==> config.mk <==
export PLATFORM = sky130hd
export DESIGN_NAME = isq_responder
export DESIGN_NICKNAME = d
export VERILOG_FILES = /design/src/isq_responder.v
export VERILOG_INCLUDE_DIRS = /design/src
export SDC_FILE = /design/constraint.sdc
export NUM_CORES = 1
export LEC_CHECK = 0
export BUFFER_PORTS_ARGS = -buffer_cell sky130_fd_sc_hd__buf_4
export CAP_MARGIN = 20
export CORE_MARGIN = 4
export CORE_UTILIZATION = 35
export DETAILED_ROUTE_END_ITERATION = 6
export GPL_TIMING_DRIVEN = 0
export PLACE_DENSITY_LB_ADDON = 0.08
export REMOVE_ABC_BUFFERS = 1
export SLEW_MARGIN = 0
export SYNTH_ARGS = -nofsm -noshare
export SYNTH_HDL_FRONTEND = slang
export SYNTH_SLANG_ARGS = --single-unit
==> constraint.sdc <==
create_clock -name clk_sys -period 4.4 [get_ports clk_sys]
set_input_delay 0.44 -clock clk_sys [delete_from_list [all_inputs] [get_ports clk_sys]]
set_output_delay 0.44 -clock clk_sys [all_outputs]
set_load 0.01 [all_outputs]
==> src/isq_regs.vh <==
// Register offsets, command codes and field positions of the status query responder.
`ifndef ISQ_REGS_VH
`define ISQ_REGS_VH

// ==========================================================
// Register byte offsets
`define ISQ_OFS_CMD 8'h00
`define ISQ_OFS_COMM 8'h04
`define ISQ_OFS_WORD 8'h08
`define ISQ_OFS_STAT 8'h0C

// ==========================================================
// Command code and data numbers
`define ISQ_CMD_READ 8'h12
`define ISQ_DN_DEV 8'h00
`define ISQ_DN_PIN 8'h40
`define ISQ_DN_COMM 8'h60

// ==========================================================
// Command register fields
`define ISQ_CMD_CODE 15:8
`define ISQ_CMD_DN 7:0

// ==========================================================
// Status register bits
`define ISQ_ST_BUSY 0
`define ISQ_ST_BAD 1
`define ISQ_ST_REFUSED 2

// ==========================================================
// Input device bit positions in the status word
`define ISQ_B_SERVO_EN 0
`define ISQ_B_FWD_LIM 1
`define ISQ_B_REV_LIM 2
`define ISQ_B_EXT_TL 3
`define ISQ_B_INT_TL 4
`define ISQ_B_PROP 5
`define ISQ_B_ALM_RST 6
`define ISQ_B_FWD_START 11
`define ISQ_B_REV_START 12
`define ISQ_B_FORCED_STOP 16
`define ISQ_B_AUTO_MAN 17
`define ISQ_B_PROX_DOG 18
`define ISQ_B_POINT_1 19
`define ISQ_B_POINT_2 20
`define ISQ_B_POINT_3 21
`define ISQ_B_POINT_4 22
`define ISQ_B_OVERRIDE 23
`define ISQ_B_TEMP_STOP 24
`define ISQ_B_HW_MULT_1 25
`define ISQ_B_HW_MULT_2 26

// Bits that carry a device; all others read as zero.
`define ISQ_DEV_MASK 32'h07FF187F

// ==========================================================
// Reply character encoding
`define ISQ_NIBBLES 8
`define ISQ_LAST_IDX 3'h7
`define ISQ_ASCII_0 8'h30
`define ISQ_ASCII_A_OFS 8'h37
`define ISQ_NIB_TEN 4'hA

`endif

==> src/isq_responder.v <==
// Input status query responder: decodes read commands and sends the status word as hex text.
//
// The register offsets and the strobed register port were left to the implementer.
`default_nettype none
`include "isq_regs.vh"

// ==========================================================
// How it works
// Reply word sent as hexadecimal characters.
// Device query returns 32-bit word, 1 means on.
// Bits 0-6 servo, limits, torque, proportional, reset.
// Bits 11,12,16,17,18 start, stop, mode, dog.
// Bits 19-26 point select, override, stop, handwheel.
// Unassigned device bits return zero.
// Master sends 12h with 40h for pins.
// Pin reply carries bits 0 to 9.
// Master sends 12h with 60h for comm devices.
// Comm reply uses same device bit layout.
// Master sends 12h with 00h for devices.

module isq_responder #(
	parameter PIN_W = 10
) (
	// Clock and reset
	input wire clk_sys,
	input wire rst_n,
	// Register port
	input wire [7:0] reg_addr,
	input wire [31:0] reg_wdata,
	input wire reg_wr,
	input wire reg_rd,
	output reg [31:0] reg_rdata_q,
	// Input devices
	input wire servo_enable_in,
	input wire fwd_stroke_limit,
	input wire rev_stroke_limit,
	input wire ext_torque_limit_sel,
	input wire int_torque_limit_sel,
	input wire proportional_ctrl_sel,
	input wire alarm_reset_in,
	input wire fwd_start,
	input wire rev_start,
	input wire forced_stop,
	input wire auto_manual_sel,
	input wire prox_dog_in,
	input wire point_sel_1,
	input wire point_sel_2,
	input wire point_sel_3,
	input wire point_sel_4,
	input wire override_sel,
	input wire temp_stop_restart,
	input wire handwheel_mult_1,
	input wire handwheel_mult_2,
	// Raw external input pins
	input wire [PIN_W-1:0] ext_pin_in,
	// Reply character stream
	output reg [7:0] reply_char_q,
	output reg reply_valid_q,
	output reg reply_last_q
);

	// ==========================================================
	// States
	localparam [1:0] ST_IDLE = 2'b01;
	localparam [1:0] ST_SEND = 2'b10;

	reg [1:0] state_q;
	reg [1:0] state_d;
	reg [31:0] word_q;
	reg [31:0] word_d;
	reg [31:0] comm_on_q;
	reg [2:0] idx_q;
	reg [2:0] idx_d;
	reg bad_q;
	reg refused_q;

	wire [31:0] pin_dev_w;
	wire [31:0] logic_dev_w;
	wire [31:0] raw_pin_w;
	wire [63:0] hex_w;
	wire [2:0] sel_w;
	wire cmd_wr;
	wire stat_wr;
	wire busy;
	wire code_ok_w;
	wire cmd_take;
	wire last_w;
	reg cmd_ok;

	// ==========================================================
	// Device word assembly
	assign pin_dev_w[`ISQ_B_SERVO_EN] = servo_enable_in;
	assign pin_dev_w[`ISQ_B_FWD_LIM] = fwd_stroke_limit;
	assign pin_dev_w[`ISQ_B_REV_LIM] = rev_stroke_limit;
	assign pin_dev_w[`ISQ_B_EXT_TL] = ext_torque_limit_sel;
	assign pin_dev_w[`ISQ_B_INT_TL] = int_torque_limit_sel;
	assign pin_dev_w[`ISQ_B_PROP] = proportional_ctrl_sel;
	assign pin_dev_w[`ISQ_B_ALM_RST] = alarm_reset_in;
	assign pin_dev_w[`ISQ_B_FWD_START-1:`ISQ_B_ALM_RST+1] = 4'h0;
	assign pin_dev_w[`ISQ_B_FWD_START] = fwd_start;
	assign pin_dev_w[`ISQ_B_REV_START] = rev_start;
	assign pin_dev_w[`ISQ_B_FORCED_STOP-1:`ISQ_B_REV_START+1] = 3'h0;
	assign pin_dev_w[`ISQ_B_FORCED_STOP] = forced_stop;
	assign pin_dev_w[`ISQ_B_AUTO_MAN] = auto_manual_sel;
	assign pin_dev_w[`ISQ_B_PROX_DOG] = prox_dog_in;
	assign pin_dev_w[`ISQ_B_POINT_1] = point_sel_1;
	assign pin_dev_w[`ISQ_B_POINT_2] = point_sel_2;
	assign pin_dev_w[`ISQ_B_POINT_3] = point_sel_3;
	assign pin_dev_w[`ISQ_B_POINT_4] = point_sel_4;
	assign pin_dev_w[`ISQ_B_OVERRIDE] = override_sel;
	assign pin_dev_w[`ISQ_B_TEMP_STOP] = temp_stop_restart;
	assign pin_dev_w[`ISQ_B_HW_MULT_1] = handwheel_mult_1;
	assign pin_dev_w[`ISQ_B_HW_MULT_2] = handwheel_mult_2;
	assign pin_dev_w[31:`ISQ_B_HW_MULT_2+1] = 5'h00;

	// A device counts as on if its pin or the link switches it on.
	assign logic_dev_w = pin_dev_w | comm_on_q;
	assign raw_pin_w = {{(32-PIN_W){1'b0}}, ext_pin_in};

	// ==========================================================
	// Hex character conversion, one entry per nibble
	genvar g;
	generate
		for (g = 0; g < `ISQ_NIBBLES; g = g + 1) begin : g_hex
			wire [3:0] nib;
			assign nib = word_q[4*g +: 4];
			assign hex_w[8*g +: 8] = (nib < `ISQ_NIB_TEN) ?
				(`ISQ_ASCII_0 + {4'h0, nib}) : (`ISQ_ASCII_A_OFS + {4'h0, nib});
		end
	endgenerate

	// Most significant nibble goes out first.
	assign sel_w = `ISQ_LAST_IDX - idx_q;

	// ==========================================================
	// Command decode
	assign cmd_wr = reg_wr && (reg_addr == `ISQ_OFS_CMD);
	assign stat_wr = reg_wr && (reg_addr == `ISQ_OFS_STAT);
	assign busy = state_q[1];
	assign code_ok_w = (reg_wdata[`ISQ_CMD_CODE] == `ISQ_CMD_READ);
	assign cmd_take = state_q[0] && cmd_wr && cmd_ok;
	assign last_w = (idx_q == `ISQ_LAST_IDX);

	always @* begin
		cmd_ok = 1'b0;
		word_d = word_q;
		if (code_ok_w) begin
			case (reg_wdata[`ISQ_CMD_DN])
				`ISQ_DN_DEV: begin
					cmd_ok = 1'b1;
					word_d = logic_dev_w;
				end
				`ISQ_DN_PIN: begin
					cmd_ok = 1'b1;
					word_d = raw_pin_w;
				end
				`ISQ_DN_COMM: begin
					cmd_ok = 1'b1;
					word_d = comm_on_q;
				end
				default: begin
					cmd_ok = 1'b0;
				end
			endcase
		end
	end

	// ==========================================================
	// Sequencer
	always @* begin
		state_d = state_q;
		idx_d = idx_q;
		case (state_q)
			ST_IDLE: begin
				if (cmd_wr && cmd_ok) begin
					state_d = ST_SEND;
					idx_d = 3'h0;
				end
			end
			ST_SEND: begin
				idx_d = idx_q + 3'h1;
				if (last_w) begin
					state_d = ST_IDLE;
				end
			end
			default: begin
				state_d = ST_IDLE;
				idx_d = 3'h0;
			end
		endcase
	end

	always @(posedge clk_sys) begin
		if (!rst_n) begin
			state_q <= ST_IDLE;
			idx_q <= 3'h0;
		end else begin
			state_q <= state_d;
			idx_q <= idx_d;
		end
	end

	// ==========================================================
	// Reply word snapshot
	always @(posedge clk_sys) begin
		if (!rst_n) begin
			word_q <= 32'h0000_0000;
		end else begin
			// The word is frozen for the whole reply so the text stays consistent.
			if (cmd_take) begin
				word_q <= word_d;
			end
		end
	end

	// ==========================================================
	// Reply character output
	always @(posedge clk_sys) begin
		if (!rst_n) begin
			reply_char_q <= 8'h00;
			reply_valid_q <= 1'b0;
			reply_last_q <= 1'b0;
		end else begin
			reply_valid_q <= busy;
			reply_char_q <= busy ? hex_w[8*sel_w +: 8] : 8'h00;
			reply_last_q <= busy && last_w;
		end
	end

	// ==========================================================
	// Devices switched on through the link
	always @(posedge clk_sys) begin
		if (!rst_n) begin
			comm_on_q <= 32'h0000_0000;
		end else begin
			if (reg_wr && (reg_addr == `ISQ_OFS_COMM)) begin
				// Bits with no device are dropped, so they always read zero.
				comm_on_q <= reg_wdata & `ISQ_DEV_MASK;
			end
		end
	end

	// ==========================================================
	// Sticky error flags
	// A new error in the clearing cycle wins over the clear.
	always @(posedge clk_sys) begin
		if (!rst_n) begin
			bad_q <= 1'b0;
		end else begin
			if (cmd_wr && state_q[0] && !cmd_ok) begin
				bad_q <= 1'b1;
			end else if (stat_wr && reg_wdata[`ISQ_ST_BAD]) begin
				bad_q <= 1'b0;
			end
		end
	end

	always @(posedge clk_sys) begin
		if (!rst_n) begin
			refused_q <= 1'b0;
		end else begin
			if (cmd_wr && busy) begin
				refused_q <= 1'b1;
			end else if (stat_wr && reg_wdata[`ISQ_ST_REFUSED]) begin
				refused_q <= 1'b0;
			end
		end
	end

	// ==========================================================
	// Register read port
	// Read data stand for one cycle only and are zero otherwise.
	always @(posedge clk_sys) begin
		if (!rst_n) begin
			reg_rdata_q <= 32'h0000_0000;
		end else begin
			reg_rdata_q <= 32'h0000_0000;
			if (reg_rd) begin
				case (reg_addr)
					// The command register is write-only.
					`ISQ_OFS_CMD: begin
						reg_rdata_q <= 32'h0000_0000;
					end
					`ISQ_OFS_COMM: begin
						reg_rdata_q <= comm_on_q;
					end
					`ISQ_OFS_WORD: begin
						reg_rdata_q <= word_q;
					end
					`ISQ_OFS_STAT: begin
						reg_rdata_q[`ISQ_ST_BUSY] <= busy;
						reg_rdata_q[`ISQ_ST_BAD] <= bad_q;
						reg_rdata_q[`ISQ_ST_REFUSED] <= refused_q;
					end
					default: begin
						reg_rdata_q <= 32'h0000_0000;
					end
				endcase
			end
		end
	end

endmodule // isq_responder

`default_nettype wire

==> results of run 1 <==
logic make-up (layout without fill, tap and decap cells):
| kind of cell | after synthesis | count (layout) | synth area share [%] |
|---|---|---|---|
| AND/OR/NAND/NOR | 181 | 181 | 22.6 |
| AO/OA/AOI/OAI | 136 | 136 | 24.2 |
| flip-flops | 82 | 82 | 41.2 |
| buffers and inverters | 55 | 134 | 6.41 |
| adder cells (fa/ha/maj) | 7 | 7 | 2.20 |
| multiplexers | 7 | 7 | 2.17 |
| XOR/XNOR | 5 | 5 | 1.10 |
| other | 1 | 10 | 0.0941 |
final cells by class:
| class | count | area share [%] |
|---|---|---|
| Clock buffer | 10 | 4.70 |
| Clock inverter | 6 | 0.960 |
| Inverter | 15 | 1.11 |
| Multi-Input combinational cell | 346 | 41.9 |
| Sequential cell | 82 | 32.3 |
| Tap cell | 140 | 3.45 |
| Timing Repair Buffer | 103 | 15.6 |
how the worst max path moves through the flow:
| stage | cells after the start | end | startpoint | slack [ps] |
|---|---|---|---|---|
| global placement | 6 | comm_on_q[21] | reg_addr[1] | 380 |
| global route | 7 | state_q[0] | reg_addr[1] | 1870 |
| finish | 7 | state_q[0] | reg_addr[1] | 2060 |
| detailed placement | 7 | state_q[0] | reg_addr[1] | 1720 |
| CTS | 7 | state_q[0] | reg_addr[1] | 2050 |
| floorplan | 5 | word_q[0] | reg_addr[1] | 1750 |
through the flow:
stage,power [mW],worst slack (ps)
after floorplan,0.782,1750
after global placement,0.850,378
after detailed placement,0.852,1720
after CTS,1.59,2050
after global routing,1.61,1870
final,1.57,2060
power breakdown:
| group | switching, mW | internal (mW) |
|---|---|---|
| Sequential | 0.000200 | 0.742 |
| Clock | 0.327 | 0.404 |
| Combinational | 0.0424 | 0.0496 |
| Total | 0.370 | 1.20 |
flip-flops by register name, indices dropped and copies added (netlist names), 2 cells and up:
register,flops
state_q,2
reply_char_q,7
reg_rdata_q,23
comm_on_q,20
idx_q,3
word_q,23
routing by layer:
metal	track usage, %	up-vias	routed length [microns]
met2	28.5	97	5310
li1	-	1843	-
met1	25.1	1739	5660
met5	0	-	0
met3	3.75	10	563
met4	4.46	0	153
placed cells by master (no fill, tap or decap), types with 3 or more instances in the layout:
cell type,instances
mux2_2,3
nor3_1,5
o22ai_1,8
nand2_1,80
a32oi_1,3
buf_4,100
a21oi_1,11
dfxtp_1,82
a31oi_1,4
o21ai_0,22
a21boi_1,3
nor2_1,26
o211a_1,11
xnor2_1,5
inv_1,15
and2_1,3
nor4b_1,4
a211oi_1,11
a21boi_0,21
and3_1,6
ha_1,7
nor2b_1,15
a221oi_1,3
o211ai_1,10
conb_1,10
a22oi_1,20
nand2b_1,4
mux2i_1,3
o21a_1,3
nand3_1,23
clkbuf_16,9
worst reg2reg max path, stage by stage, from the launching register on:
cell	delay (ps)
dfxtp_1	350
or4bb_1	480
nor4_4	640
buf_8	260
and2b_1	150
o21ai_0	70
==> impl_metrics.tcl, run 1 <==
set metrics [dict create \
    io_buffers 100 \
    path_clk_slew_ps 70 \
    start_util_pct 36.3 \
    drive_above_1_share_pct 23.0 \
    rr_worst_depth 5 \
    grt_pass1_vias 3685 \
    final.period_utilization_pct 53.1 \
    n_antenna_cell 0 \
    cp_data_arrival_time_ps 2520 \
    cts_resized 0 \
    avgViaCountPerCell 5.25 \
    yosysWarningCount 0 \
    cp_max_fo 18 \
    grt_overflow 0 \
    drc 0 \
    slew_headroom_pct 36.1 \
    slowest_delay_ps 780 \
    crit_family "simple AND/OR/NAND/NOR gates" \
    r2r_start "state_q[0]" \
    slew_viol_final 0 \
    ys_types 49 \
    hold_class "in -> reg" \
    skew_ps 8.43 \
    hold_viol 0 \
    cts_num_sinks 82 \
    cts_buffers 9 \
    ant_nets 0 \
    post_cts_buffers 0 \
    ys_ff_latch 82 \
    vdd_drop_max_v 0.000201 \
    drv_cap 0 \
    async_reset_ff_share_pct 0 \
    rsz0062_at_grt "false" \
    final_nets 638 \
    firstDrtPassIters 5 \
    postLayoutCoreUtil_pct 46.3 \
    first_iter_violations 192 \
    r2r-end "state_q[0]" \
    r2r_slack_ps 2310 \
    grt_max_degree 62 \
    final_cells 702 \
    hold_end "comm_on_q[16]" \
    finalSetupViolCount 0 \
    outcome "completed" \
    place_area_sq_um 4790 \
    wl_per_cell_microns 16.6 \
    crit_required_ps 4580 \
    end_kind "flip-flop" \
    die_y_microns 115 \
    antenna_found_initial 0 \
    std_cell_rows 38 \
    yosysTopAreaCell "dfxtp_1" \
    clk_latency_ps 330 \
    die_width_microns 115 \
    synth_area_per_cell_sq_um 8.40 \
    fin_area_sq_um 5080 \
    dp_cells 686 \
    cts_tree "done" \
    core_area_sq_um 11000 \
    clock-root-buffer "clkbuf_16" \
    multi_input_area_sq_um 2130 \
    areaGrowthSynthToFinish_pct 27.5 \
    drt-total-wl_mm 11.7 \
    ys_seq_area_share_pct 41.2 \
    synth-edff-count 0 \
    ys_top_cells_by_area "dfxtp_1, nand2_1, a21boi_0, a22oi_1, nand3_1" \
    gp_congestion 0.801 \
    cp_num_buf_inv 2 \
    holdBufCountCts 0 \
    hold_start "reg_wdata[16]" \
    finalCriticalPeriod_ps 2340 \
    htreeDepth 3 \
    regArea_sq_um 1640 \
    cts_buffer_depth 2 \
    power_density_nw_per_um2 308 \
    dpl.hpwl_mm 8.25 \
    num-fill-cells 1107 \
    synth_commonest_cells "dfxtp_1, nand2_1, nor2_1, clkbuf_1, nand3_1" \
    startpoint_type "primary input" \
    dieArea_sq_um 13200 \
    grt_usage_pct 18.0 \
    hold_slack_ps 363 \
    fin_tns_setup_ps 0 \
    synth.cell_area_sq_um 3980 \
    critical_path.cell_chain "buf_4 > nor4_2 > nand2_1 > nor4_4 > buf_8 > and2b_1 > o21ai_0" \
    num_vias 3689 \
    syn_inst 474 \
    yosys_most_used_dff "dfxtp_1" \
    boundaryPins 116 \
    tightest_slew_ps 958 \
    leakage_nw 2.01 \
    grt_pass1_wl_mm 18.7 \
    yosysMostFrequentCell "dfxtp_1" \
    min_delay_path_depth 3 \
    synth.top_cell.area_share_pct 41.2 \
    critical_path.slowest_cell "nor4_4" \
    worstSetupPathType "in -> reg" \
    max_freq_mhz 428 \
]
Power figures use the tool's default switching activity.
==> run 2, diff against run 1 <==
Settings changed: ABC_AREA set to 1.
Clock period 4.4 ns to 2.4 ns, I/O delays scaled along.
==> run 2 against run 1 <==
  * Core utilization down 1.1 points
  * Synthesized cell count up 40%
  * Clock skew is 1.3 ps higher
  * Routed wire length grew 12%
  * Sequential power is 83% higher
  * First-iteration DRC count increased by 35%
==> impl_metrics.tcl, run 2 <==
set metrics [dict create \
    outcome "completed" \
    rsz0062_at_grt "false" \
    cts_resized 0 \
    finalCriticalPeriod_ps 2020 \
    dpl.hpwl_mm 9.64 \
    async_reset_ff_share_pct 0 \
    yosysTopAreaCell "dfxtp_1" \
    synth.top_cell.area_share_pct 37.3 \
    power_density_nw_per_um2 545 \
    end_kind "flip-flop" \
    worstSetupPathType "in -> reg" \
    slew_viol_final 0 \
    grt_overflow 0 \
    avgViaCountPerCell 4.81 \
    fin_area_sq_um 5500 \
    critical_path.slowest_cell "nor2_4" \
    ys_seq_area_share_pct 37.3 \
    synth_xor_area_share_pct 0.199 \
    p_int_mw 2.35 \
    yosysMostFrequentCell "nand2_1" \
    swShare_pct 21.5 \
    clk_latency_ps 330 \
    cp_data_arrival_time_ps 2280 \
    wl_per_cell_microns 14.1 \
    yosysWarningCount 0 \
    die_y_microns 120 \
    start_util_pct 36.2 \
    crit_required_ps 2660 \
    cts_num_sinks 82 \
    met3_usage_pct 4.19 \
    layout_common_cells "nand2_1, nor2_1, buf_4, dfxtp_1, nand3_1" \
    n_antenna_cell 0 \
    drive_above_1_share_pct 21.6 \
    p_total_mw 2.99 \
    drc 0 \
    synth-edff-count 0 \
    hold_class "in -> reg" \
    htreeDepth 3 \
    io_buffers 100 \
    num_vias 4437 \
    critical_path.cell_chain "buf_4 > nor2_4 > nand2_1 > nor2_4 > nand2_2 > inv_2 > o21ai_0 > a21oi_1" \
    std_cell_rows 40 \
    grt_busiest_layer "met2" \
    synthAdderAreaFrac_pct 1.99 \
    finalSetupViolCount 0 \
    grt_usage_pct 18.5 \
    startpoint_type "primary input" \
    pwr-share-seq_pct 45.5 \
    combPwrFrac_pct 6.6 \
    tightest_slew_ps 859 \
    slew_headroom_pct 42.6 \
    cp_num_buf_inv 2 \
    crit_family "simple AND/OR/NAND/NOR gates" \
    synth_top_family_by_area "simple AND/OR/NAND/NOR gates" \
    final_common_cell "nand2_1" \
    drv_cap 0 \
    slowest_delay_ps 510 \
    synth-simple-area-share_pct 37.6 \
    cts_buffer_depth 2 \
    drt-total-wl_mm 13.0 \
    max_freq_mhz 495 \
    path_clk_slew_ps 60 \
    cp_common_cell "nor2_4" \
    cts_tree "done" \
    vdd_drop_max_v 0.000453 \
    boundaryPins 116 \
    synth_commonest_cells "nand2_1, nor2_1, dfxtp_1, nand3_1" \
    first_iter_violations 260 \
    grt_max_degree 42 \
    firstDrtPassIters 4 \
    ys_top_cells_by_area "dfxtp_1, nand2_1, nor2_1, nand3_1, a21oi_1" \
    clock_power_share_pct 47.9 \
    cp_max_fo 22 \
    ant_nets 0 \
    post_cts_buffers 0 \
    final.period_utilization_pct 84.2 \
    gp_congestion 0.863 \
    antenna_found_initial 0 \
    clock-root-buffer "clkbuf_16" \
    holdBufCountCts 0 \
    dieArea_sq_um 14400 \
    p_switching_mw 0.643 \
    ys_ff_latch 82 \
    cts_buffers 9 \
    syn_inst 663 \
    final_nets 830 \
    synth_area_per_cell_sq_um 6.64 \
    hold_viol 0 \
    synth_compound_area_share_pct 13.2 \
    top_regs "reg_rdata_q (23), word_q (23), comm_on_q (20)" \
    areaGrowthSynthToFinish_pct 24.8 \
    hold_slack_ps 153 \
    place_area_sq_um 5180 \
    leakage_nw 2.46 \
    core_area_sq_um 12200 \
    ys_types 34 \
    grt_pass1_vias 4392 \
    synthMuxAreaShare_pct 0 \
    die_width_microns 120 \
    grt_pass1_wl_mm 21.5 \
    met2_usage_pct 29.8 \
    yosys_most_used_dff "dfxtp_1" \
    skew_ps 9.72 \
    use_met1_pct 25.3 \
    synth.cell_area_sq_um 4400 \
]
-- run 2: changes by cell type after synthesis, moves of 9 or more --
cell,change
a211oi_1,-10
a21boi_0,-21
a21oi_1,+39
a22oi_1,-20
clkbuf_1,-17
inv_1,+30
nand2_1,+78
nand3_1,+45
nor2_1,+77
nor2b_1,-15
o211a_1,-11
o211ai_1,-9
o21ai_0,+28
or2_2,+16
-- run 2: per-stage QoR --
step	worst slack (ps)	cells	setup TNS (ps)	utilization, %
global placement	-320	905	-1360	42.5
CTS	307	922	0	45.2
floorplan	732	637	0	-
global route	151	922	0	45.2
finish	380	922	0	45.2
detailed placement	-47.5	906	-79.4	42.6
-- run 2: path summary, 6_finish.rpt --
path	from	end	slack, ps	cells after the start
setup / recovery	reg_addr[1]	comm_on_q[5]	380	8
hold / removal	reg_wdata[26]	comm_on_q[26]	150	3
setup reg to reg	idx_q[2]	reply_char_q[1]	730	7
hold reg to reg	refused_q	refused_q	470	2
-- run 2: metal layers --
metal	share of wire (%)	wire [microns]
met1	47	6190
met2	46	5950
met3	6.2	811
met4	0.68	89
met5	0	0
-- run 2: worst register-to-register path, delay by kind of cell (launching register included) --
family	cells	cell delay [ps]
compound gates	2	340
buf+inv	2	410
simple gates	3	270
flops	1	560
-- run 2: cells by family after synthesis --
kind of cell    count (synthesis)
xor+xnor                        1
compound gates                111
simple gates                  374
buf+inv                        87
other cells                     1
flops                          82
fa+ha+maj                       7
-- run 2: power by group through the flow --
| stage | combinational, mW | sequential [mW] | clock (mW) |
|---|---|---|---|
| after global placement | 0.195 | 1.39 | 0 |
| after detailed placement | 0.198 | 1.39 | 0 |
| final | 0.197 | 1.36 | 1.43 |
| after CTS | 0.199 | 1.36 | 1.47 |
| after global routing | 0.220 | 1.36 | 1.52 |
| after floorplan | 0.0779 | 1.39 | 0 |
-- run 2: cell type report --
| class | instances | area, sq um |
|---|---|---|
| flip-flops and latches | 82 | 1640 |
| inverters | 52 | 195 |
| well taps | 168 | 210 |
| repair buffers | 101 | 762 |
| multi-input cells | 503 | 2370 |
| clock inverters | 4 | 48.8 |
| clock buffers | 12 | 267 |
| fillers | 1327 | 6670 |
==> run 3, diff against run 2 <==
Settings changed: ABC_AREA 1 to 0.
Clock period 2.4 ns to 1.6 ns, I/O delays scaled along.
==> run 3 against run 2 <==
  * The run now ends with setup timing left
  * Highest routed layer unchanged
  * Cell area rose by 0.55%
  * Clock skew barely moved
  * Via count fell by 13%
  * Sequential power rose by 49%
  * Largest cell class unchanged
  * Worst setup slack got worse by 500 ps
  * Clock-buffer cell count fell by 2
  * Worst hold slack got worse by 69 ps
  * Critical path depth fell by 1
  * Power rose by 44%
  * Die area fell by 8.9%
  * Final cell count fell by 21%
  * Critical endpoint is now word_q[3]
==> impl_metrics.tcl, run 3 (same netlist as run 1, synthesis figures left out) <==
set metrics [dict create \
    outcome "finished with violations" \
    violations "setup timing" \
    hold_class "in -> reg" \
    slew_headroom_pct 43.4 \
    clock-root-buffer "clkbuf_16" \
    worstSetupPathType "reg -> reg" \
    cp_data_arrival_time_ps 1970 \
    fin_ws_ps -121 \
    grt_overflow 0 \
    hold_viol 0 \
    dpl.hpwl_mm 8.25 \
    power_density_nw_per_um2 781 \
    highest_layer "met4" \
    core_area_sq_um 11000 \
    die_width_microns 115 \
    clk_latency_ps 330 \
    areaGrowthSynthToFinish_pct 38.7 \
    r2r-end "word_q[3]" \
    layout_common_cells "buf_4, nand2_1, dfxtp_1, nor2_1, a21boi_0" \
    grt_usage_pct 18.4 \
    top_regs "reg_rdata_q (23), word_q (23), comm_on_q (20)" \
    holdBufCountCts 0 \
    num-fill-cells 1063 \
    finalCriticalPeriod_ps 1720 \
    post-place-ws_ps -805 \
    slew_viol_final 0 \
    grt_pass1_wl_mm 19.0 \
    p_int_mw 3.28 \
    vdd_drop_max_v 0.000584 \
    grt_pass1_vias 3761 \
    cts_num_sinks 82 \
    tightest_slew_ps 847 \
    p_switching_mw 1.03 \
    cp_max_fo 8 \
    die_y_microns 115 \
    path_clk_slew_ps 70 \
    std_cell_rows 38 \
    finalSetupViolCount 25 \
    clock_power_share_pct 46.7 \
    postLayoutCoreUtil_pct 50.3 \
    num_vias 3877 \
    firstDrtPassIters 5 \
    gp_congestion 0.801 \
    drt-total-wl_mm 12.7 \
    grt_max_degree 62 \
    r2r_slack_ps -120 \
    slowest_delay_ps 480 \
    critical_path.slowest_cell "or4bb_4" \
    rr_worst_depth 7 \
    antenna_found_initial 0 \
    cp_num_buf_inv 3 \
    crit_required_ps 1850 \
    combPwrFrac_pct 6.2 \
    first_iter_violations 230 \
    drc 0 \
    rsz0062_at_grt "true" \
    cts_buffer_depth 2 \
    drive_above_1_share_pct 32.2 \
    boundaryPins 116 \
    start_util_pct 36.3 \
    hold_slack_ps 84.5 \
    startpoint_type "flip-flop" \
    pwr-share-seq_pct 47.1 \
    n_antenna_cell 0 \
    final_nets 660 \
    cp_common_cell "buf_6" \
    critical_path.cell_chain "or4bb_4 > nor4_4 > buf_6 > buf_6 > buf_12 > o211ai_1 > o22ai_1" \
    end_kind "flip-flop" \
    io_buffers 100 \
    r2r_start "state_q[0]" \
    hold_end "comm_on_q[16]" \
    swShare_pct 23.9 \
    cts_buffers 9 \
    max_freq_mhz 581 \
    leakage_nw 2.18 \
    wl_met1_mm 6.05 \
    htreeDepth 3 \
    dieArea_sq_um 13200 \
    drv_cap 0 \
    min_delay_path_depth 3 \
    skew_ps 9.84 \
    hold_start "reg_wdata[16]" \
    crit_family "simple AND/OR/NAND/NOR gates" \
    final.period_utilization_pct 108 \
    wl_per_cell_microns 17.5 \
    ant_nets 0 \
    cts_tree "done" \
    avgViaCountPerCell 5.35 \
    wl_met2_mm 5.76 \
    route.met3.wl_microns 687 \
    final_common_cell "buf_4" \
]
==> run 3: cell types whose count changed in the layout (fill, tap and decap cells not counted), sizes merged, moves of 15 or more <==
cell    delta
nor2      -87
nand2     -85
nand3     -48
a21oi     -40
inv       -34
o21ai     -30
a21boi    +24
a22oi     +20
buf       +20
or2       -16
nor2b     +15
==> run 3: power groups by stage <==
| stage | clock, mW | combinational (mW) | sequential, mW |
|---|---|---|---|
| 2_1_floorplan | 0 | 0.0618 | 2.09 |
| 3_3_place_gp | 0 | 0.251 | 2.09 |
| 3_5_place_dp | 0 | 0.254 | 2.09 |
| 4_1_cts | 2.06 | 0.261 | 2.04 |
| 5_1_grt | 2.12 | 0.288 | 2.03 |
| 6_report | 2.02 | 0.268 | 2.03 |
==> run 3: cell type report <==
cell class / instances / area [sq um] / share of cell area, %
timing repair buffer: 124 / 1070 / 19.3
inverter: 15 / 56.3 / 1.02
clock inverter: 6 / 48.8 / 0.883
sequential: 82 / 1670 / 30.3
multi-input combinational: 347 / 2270 / 41.0
tap: 140 / 175 / 3.17
clock buffer: 10 / 239 / 4.33
==> run 3: metrics by stage <==
step / TNS [ps] / power, mW / area, sq um / cells
3_3_place_gp: -101530 / 2.34 / 4740 / 683
4_1_cts: -2460 / 4.37 / 5240 / 710
3_5_place_dp: -42590 / 2.34 / 4790 / 686
6_report: -2060 / 4.32 / 5530 / 724
5_1_grt: -3600 / 4.44 / 5530 / 724
2_1_floorplan: -31220 / 2.15 / 3820 / 443
==> run 3: metal layers <==
metal | vias to the layer above | track usage, %
met5 | - | 0
met4 | 0 | 4.38
met3 | 14 | 3.96
met2 | 119 | 29.2
met1 | 1851 | 25.5
li1 | 1893 | -
==> run 3: worst max path at each step <==
stage	from	to	slack [ps]	cells past startpoint
finish	state_q[0]	word_q[3]	-120	7
global route	state_q[0]	word_q[3]	-180	7
CTS	state_q[0]	word_q[3]	-140	6
detailed placement	reg_addr[1]	state_q[0]	-800	7
global placement	reg_addr[1]	comm_on_q[21]	-2140	6
floorplan	reg_addr[1]	word_q[0]	-770	5
==> run 3: tightest hold or removal path: stages <==
cell	delay, ps
buf_4	110
nand2_1	40
a21boi_0	60
==> run 3: repair_timing <==
item,CTS,global route
endpoints found under the setup margin,70,64
pin swaps,4,12
buffers inserted,7,10
cloned,1,4
gates resized for setup,22,39
